==> src/logic/fp_status_control_pkg.sv <==
// Field layout, encodings and constants of the floating-point status/control word
package fp_status_control_pkg;

    localparam int unsigned WORD_W = 32;

    // Field positions
    localparam int unsigned BIT_NEG      = 31;
    localparam int unsigned BIT_ZERO     = 30;
    localparam int unsigned BIT_CARRY    = 29;
    localparam int unsigned BIT_OVFL     = 28;
    localparam int unsigned BIT_DNAN     = 25;
    localparam int unsigned BIT_FZ       = 24;
    localparam int unsigned RMODE_LO     = 22;
    localparam int unsigned STRIDE_LO    = 20;
    localparam int unsigned LEN_LO       = 16;
    localparam int unsigned TRAP_HI_BIT  = 15;
    localparam int unsigned TRAP_LO      = 8;
    localparam int unsigned STICKY_HI_BIT = 7;
    localparam int unsigned STICKY_LO    = 0;

    // Bits software may change; reserved positions [27:26], [19], [14:13], [6:5] read zero
    localparam logic [31:0] WRITABLE_MASK = 32'hF3F79F9F;
    localparam logic [31:0] RESET_VALUE   = 32'h00000000;

    // Coprocessor register select code of this register on the transfer port
    localparam logic [3:0] SEL_STATUS_CONTROL = 4'h1;

    localparam logic [2:0] LEN_SCALAR    = 3'h0;
    localparam logic [2:0] LEN_TWO       = 3'h1;
    localparam logic [2:0] LEN_FOUR      = 3'h3;
    localparam logic [1:0] STRIDE_ONE    = 2'h0;
    localparam logic [1:0] STRIDE_TWO    = 2'h3;

    typedef enum logic [1:0] {
        round_nearest     = 2'h0,
        round_plus_inf    = 2'h1,
        round_minus_inf   = 2'h2,
        round_toward_zero = 2'h3
    } round_mode_t;

    typedef enum logic [1:0] {
        cmp_less      = 2'h0,
        cmp_equal     = 2'h1,
        cmp_greater   = 2'h2,
        cmp_unordered = 2'h3
    } cmp_result_t;

    // Comparison result delivered by the datapath
    typedef struct packed {
        logic        valid;
        cmp_result_t result;
    } cmp_event_t;

    // Exception group order: input subnormal, 2'b00 gap, inexact, underflow, overflow,
    // divide-by-zero, invalid
    typedef struct packed {
        logic input_subnormal;
        logic inexact;
        logic underflow;
        logic overflow;
        logic divide_zero;
        logic invalid_op;
    } fp_exc_t;

    // Register transfer request from the core
    typedef struct packed {
        logic        valid;
        logic        write;
        logic [3:0]  sel;
        logic [31:0] wdata;
    } xfer_req_t;

    // Decoded controls handed to the datapath
    typedef struct packed {
        logic        default_nan_enable;
        logic        flush_zero_enable;
        round_mode_t round_mode;
        logic [3:0]  vector_iterations;
        logic [1:0]  vector_increment;
        logic        scalar_mode;
        logic        single_combo_ok;
        logic        double_combo_ok;
        fp_exc_t     trap_en;
    } fp_ctrl_t;

endpackage : fp_status_control_pkg

==> src/logic/fp_status_control_register.sv <==
// Floating-point status/control word: compare flags, modes, vector control, exceptions
`timescale 1ns/1ps
module fp_status_control_register (
    input  wire logic                             clk_sys,
    input  wire logic                             srst,
    input  wire logic                             cp_enable,
    input  wire logic                             privileged,
    input  wire fp_status_control_pkg::xfer_req_t xfer_req,
    input  wire fp_status_control_pkg::cmp_event_t cmp_event,
    input  wire logic                             exc_valid,
    input  wire fp_status_control_pkg::fp_exc_t   exc_flags,
    output logic                                  xfer_done,
    output logic                                  undef_trap,
    output logic [31:0]                           rdata,
    output fp_status_control_pkg::fp_ctrl_t       fp_ctrl
);
    // ==========================================================
    // Access decode
    // ==========================================================
    logic [31:0] fp_status_control_ff;
    logic [31:0] nxt_fp_status_control;
    logic        xfer_done_ff;
    logic        undef_trap_ff;
    logic [31:0] rdata_ff;
    fp_status_control_pkg::fp_ctrl_t fp_ctrl_ff;

    // Privilege level is deliberately not consulted
    wire logic hit      = xfer_req.valid && xfer_req.sel == fp_status_control_pkg::SEL_STATUS_CONTROL;
    wire logic granted  = hit && cp_enable;
    wire logic refused  = hit && !cp_enable;
    wire logic wr_go    = granted && xfer_req.write;
    wire logic rd_go    = granted && !xfer_req.write;

    // ==========================================================
    // Comparison flags
    // ==========================================================
    function automatic logic [3:0] cmp_flags(input fp_status_control_pkg::cmp_result_t r);
        unique case (r)
            fp_status_control_pkg::cmp_less:      cmp_flags = 4'h8;
            fp_status_control_pkg::cmp_equal:     cmp_flags = 4'h6;
            fp_status_control_pkg::cmp_greater:   cmp_flags = 4'h2;
            fp_status_control_pkg::cmp_unordered: cmp_flags = 4'h3;
        endcase
    endfunction : cmp_flags

    wire logic [3:0] new_nzcv = cmp_flags(cmp_event.result);

    // ==========================================================
    // Next value: write, then compare and sticky events override
    // ==========================================================
    wire logic [5:0] exc_vec = exc_valid ? exc_flags : 6'h00;
    wire logic [31:0] sticky_set = {24'h000000, exc_vec[5], 2'h0, exc_vec[4:0]};

    always_comb begin
        nxt_fp_status_control = fp_status_control_ff;
        if (wr_go) begin
            nxt_fp_status_control = xfer_req.wdata & fp_status_control_pkg::WRITABLE_MASK;
        end
        if (cmp_event.valid) begin
            nxt_fp_status_control[fp_status_control_pkg::BIT_NEG -: 4] = new_nzcv;
        end
        nxt_fp_status_control = nxt_fp_status_control | sticky_set;
    end

    // ==========================================================
    // Vector decode
    // ==========================================================
    logic [3:0] iter_w;
    logic [1:0] incr_w;
    logic       scalar_w;
    logic       single_ok_w;
    logic       double_ok_w;

    vector_combo_check u_combo (
        .len_code    (nxt_fp_status_control[fp_status_control_pkg::LEN_LO +: 3]),
        .stride_code (nxt_fp_status_control[fp_status_control_pkg::STRIDE_LO +: 2]),
        .iterations  (iter_w),
        .increment   (incr_w),
        .scalar_mode (scalar_w),
        .single_ok   (single_ok_w),
        .double_ok   (double_ok_w)
    );

    fp_status_control_pkg::fp_ctrl_t nxt_fp_ctrl;
    assign nxt_fp_ctrl.default_nan_enable = nxt_fp_status_control[fp_status_control_pkg::BIT_DNAN];
    assign nxt_fp_ctrl.flush_zero_enable  = nxt_fp_status_control[fp_status_control_pkg::BIT_FZ];
    assign nxt_fp_ctrl.round_mode = fp_status_control_pkg::round_mode_t'(
        nxt_fp_status_control[fp_status_control_pkg::RMODE_LO +: 2]);
    assign nxt_fp_ctrl.vector_iterations = iter_w;
    assign nxt_fp_ctrl.vector_increment  = incr_w;
    assign nxt_fp_ctrl.scalar_mode       = scalar_w;
    assign nxt_fp_ctrl.single_combo_ok   = single_ok_w;
    assign nxt_fp_ctrl.double_combo_ok   = double_ok_w;
    assign nxt_fp_ctrl.trap_en = {nxt_fp_status_control[fp_status_control_pkg::TRAP_HI_BIT],
                                  nxt_fp_status_control[fp_status_control_pkg::TRAP_LO +: 5]};

    // ==========================================================
    // Registers
    // ==========================================================
    always_ff @(posedge clk_sys) begin
        if (srst) begin
            fp_status_control_ff <= fp_status_control_pkg::RESET_VALUE;
            fp_ctrl_ff           <= '0;
            xfer_done_ff         <= 1'b0;
            undef_trap_ff        <= 1'b0;
            rdata_ff             <= 32'h00000000;
        end else begin
            fp_status_control_ff <= nxt_fp_status_control;
            fp_ctrl_ff           <= nxt_fp_ctrl;
            xfer_done_ff         <= granted;
            undef_trap_ff        <= refused;
            rdata_ff             <= rd_go ? fp_status_control_ff : 32'h00000000;
        end
    end

    assign xfer_done  = xfer_done_ff;
    assign undef_trap = undef_trap_ff;
    assign rdata      = rdata_ff;
    assign fp_ctrl    = fp_ctrl_ff;
endmodule : fp_status_control_register

==> src/logic/vector_combo_check.sv <==
// Decodes vector length/stride into iteration count, increment and legality
`timescale 1ns/1ps
module vector_combo_check (
    input  wire logic [2:0] len_code,
    input  wire logic [1:0] stride_code,
    output logic [3:0]      iterations,
    output logic [1:0]      increment,
    output logic            scalar_mode,
    output logic            single_ok,
    output logic            double_ok
);
    wire logic stride_one = (stride_code == fp_status_control_pkg::STRIDE_ONE);
    wire logic stride_two = (stride_code == fp_status_control_pkg::STRIDE_TWO);

    assign iterations  = {1'b0, len_code} + 4'h1;
    assign increment   = stride_two ? 2'h2 : 2'h1;
    assign scalar_mode = (len_code == fp_status_control_pkg::LEN_SCALAR) && stride_one;
    // Single precision: stride two only for lengths 2..4; length 1 with stride two illegal
    assign single_ok   = stride_one
                       || (stride_two && len_code != fp_status_control_pkg::LEN_SCALAR
                           && len_code <= fp_status_control_pkg::LEN_FOUR);
    // Double precision: stride two only at length 2, stride one up to length 4
    assign double_ok   = (stride_one && len_code <= fp_status_control_pkg::LEN_FOUR)
                       || (stride_two && len_code == fp_status_control_pkg::LEN_TWO);
endmodule : vector_combo_check

==> config.mk <==
export PLATFORM = sky130hd
export DESIGN_NAME = fp_status_control_register
export DESIGN_NICKNAME = d
export VERILOG_FILES = /design/src/logic/fp_status_control_pkg.sv /design/src/logic/fp_status_control_register.sv /design/src/logic/vector_combo_check.sv
export SDC_FILE = /design/constraint.sdc
export NUM_CORES = 1
export LEC_CHECK = 0
export ABC_AREA = 1
export BUFFER_PORTS_ARGS = -buffer_cell sky130_fd_sc_hd__buf_2
export CORE_AREA = 2 2 78 80
export DETAILED_ROUTE_END_ITERATION = 10
export DIE_AREA = 0 0 80 82
export PLACE_DENSITY = 0.76
export SLEW_MARGIN = 20
export SYNTH_ARGS = -nofsm -noshare
export SYNTH_HDL_FRONTEND = slang
export SYNTH_HIERARCHICAL = 1
export SYNTH_SLANG_ARGS = --single-unit
==> constraint.sdc <==
create_clock -name clk_sys -period 2.64 [get_ports clk_sys]
set_input_delay 0.528 -clock clk_sys [delete_from_list [all_inputs] [get_ports clk_sys]]
set_output_delay 0.528 -clock clk_sys [all_outputs]
set_load 0.02 [all_outputs]
==> reports/metrics.yaml <==
status: "completed"
powerDensity_mw_per_mm2: 589
fillers: 550
nets: 448
crit_type: "in -> reg"
drive_above_1_share_pct: 36.3
grt_max_degree: 26
yosysTopAreaCellShare_pct: 46.4
switching_share_pct: 22.4
cts_root_buffer: "clkbuf_8"
start_util_pct: 45.8
die_y_um: 82
startpoint: "xfer_req[33]"
cp.arrival_ns: 2.06
finalCriticalPeriod_ns: 1.80
synthAdderAreaFrac_pct: 1.90
synth_top_family_by_area: "simple AND/OR/NAND/NOR gates"
layout.core_utilization_pct: 55.0
postRouteAntennaNets: 0
fmax_ghz: 0.557
ys_seq_area_share_pct: 46.4
crit_fanout: 8
seq_area_mm2: 0.00122
drtIter0Drc: 47
setup_viol: 0
wl_per_cell_um: 9.75
synth.mux.area_fraction_pct: 0
gr-usage-met2_pct: 26.7
syn_area_per_cell_um2: 8.35
final_common_cell: "buf_2"
tightest_slew_ns: 0.666
gp_congestion: 0.803
synth_compound_gate_area_share_pct: 4.80
crit_family: "simple AND/OR/NAND/NOR gates"
ir_drop_mv: 0.308
maxCapViolations: 0
dpl.hpwl_um: 3370
rsz0062_at_grt: "false"
antenna_cells: 0
cp_slowest_cell: "ha_1"
die_w_um: 80
setup.worst_path.start_class: "primary input"
area_growth_pct: 20.0
rr_startpoint: "fp_status_control_ff[16]$_SDFF_PP0_"
route.detailed.drc: 0
synth-simple-area-share_pct: 29.9
vias: 2018
synth_seq_cells: 61
htreeDepth: 3
core_area_mm2: 0.00575
drv_slew: 0
hold_viol_final: 0
hp-class: "reg -> reg"
track_usage_pct: 15.0
synthCells: 315
p_total_mw: 1.86
cts.clk_slew.worst_paths_ns: 0.06
comb_power_share_pct: 7.1
worst-path-buf-inv: 5
clkPwrFrac_pct: 42.1
grt_overflow: 0
cts_setup_buffers: 0
num_rows: 28
gr-max-usage-layer: "met2"
synth_xor_area_share_pct: 0
path_common_cell: "nand2_1"
ios: 105
cts_buffers: 9
use_met1_pct: 15.4
grt_pass1_wl_um: 7390
path_cells: "buf_2 -> inv_1 -> nand2_2 -> nor2_8 -> nand3_4 -> inv_2 -> nand2_1 -> nand2_1 -> inv_1 -> ha_1 -> a21oi_2 -> nand2_1 -> nand2_1 -> inv_1 -> nor2_1"
antenna_found_initial: 0
holdCritStartpoint: "fp_status_control_ff[0]$_SDFF_PP0_"
layout_common_cells: "buf_2 (89), dfxtp_1 (61), nand2_1 (53)"
ys_top_cells_by_area: "dfxtp_1 (46%), nor2_4 (9.0%), nand2_1 (7.6%)"
relSlewSlack_pct: 55.5
tritoncts: "built"
power_frac_seq_pct: 50.8
yosys.area.top_type: "dfxtp_1"
cp-end-kind: "flip-flop"
routed_via_density: 4.28
period_share_pct: 68.0
switching_power_mw: 0.417
worst_ep_required_time_ns: 2.90
cts.repair.resized: 0
multi_input_area_um2: 988
first_global_vias: 1816
p_int_mw: 1.44
io_buffer_count: 89
synth_cell_types: 27
crit_path_max_incr_delay_ns: 0.23
dr.pass1.iters: 4
final.setup.tns_ns: 0
met3_usage_pct: 3.96
fin_skew_ns: 0.00517
cts_hold_buf: 0
cts_max_path_buffers: 2
dieArea_mm2: 0.00656
syn_area_mm2: 0.00263
wirelength_um: 4600
power.leakage_nw: 1.60
yosys_warnings: 6
insertion_delay_ns: 0.33
cts.sinks: 61
kinds of logic after synthesis:
logic type / after synthesis
AOI/OAI and AO/OA: 21
adders and majority gates: 4
buffers and inverters: 85
DFF: 61
other: 1
and+or+nand+nor: 143
power groups by stage:
stage | Combinational (mW) | Clock, mW | Sequential (mW)
6_report | 0.133 | 0.783 | 0.944
5_1_grt | 0.149 | 0.851 | 0.945
4_1_cts | 0.134 | 0.815 | 0.944
3_5_place_dp | 0.134 | 0 | 0.965
3_3_place_gp | 0.131 | 0 | 0.964
2_1_floorplan | 0.0896 | 0 | 0.970
synth_stat cells:
cell,n
nor2_4,21
nand2_1,53
inv_1,49
nor4_1,1
buf_12,2
nor2_1,43
nor2_8,1
clkbuf_2,1
conb_1,1
buf_6,2
nand3_1,12
nand4_1,6
nand2_2,3
clkbuf_1,2
o21ai_0,4
nand3_4,2
o21a_1,1
ha_1,4
buf_2,4
a21oi_2,5
dfxtp_1,61
o21ai_1,6
inv_2,5
nand2_4,1
buf_4,19
a21oi_1,5
buf_1,1
tightest hold or removal path, stage by stage (launching register included):
cell and delay (ns):
dfxtp_1 0.31, inv_1 0.05, nor2_1 0.03
path summary, 6_finish.rpt:
path                            depth (start not counted)                    end  slack [ns]
worst max-delay path                                   15  fp_ctrl[7]$_SDFF_PP0_        0.84
worst min-delay path                                    2    rdata[0]$_SDFF_PP0_        0.43
worst max register to register                         10  fp_ctrl[6]$_SDFF_PP0_        1.34
worst min register to register                          2    rdata[0]$_SDFF_PP0_        0.43
layout make-up:
type | instances | area share (%)
well taps | 75 | 2.97
clock inverters | 5 | 1.58
clock buffers | 11 | 4.48
repair buffers | 91 | 14.6
multi-input cells | 175 | 31.3
inverters | 54 | 6.42
flip-flops and latches | 61 | 38.7
stage by stage:
step | instances | hold slack [ns] | cell area (um2) | setup WS [ns]
2_1_floorplan | 321 | 0.408 | 2650 | 0.647
3_3_place_gp | 456 | 0.411 | 2970 | 0.562
3_5_place_dp | 456 | 0.419 | 2970 | 0.496
4_1_cts | 472 | 0.424 | 3160 | 0.854
5_1_grt | 472 | 0.433 | 3160 | 0.604
6_report | 472 | 0.426 | 3160 | 0.844
sequential cells by signal (all words and copies together), names as in the netlist:
name and count:
rdata 25, fp_status_control_ff 24, fp_ctrl 10, undef_trap 1, xfer_done 1
routing by layer:
metal / wire, um / share of wire (%) / vias up
met5: 0 / 0 / -
met4: 121 / 2.6 / 0
met3: 346 / 7.5 / 11
met2: 2130 / 46 / 76
met1: 2000 / 44 / 865
li1: - / - / 1066
Power figures use the tool's default switching activity.
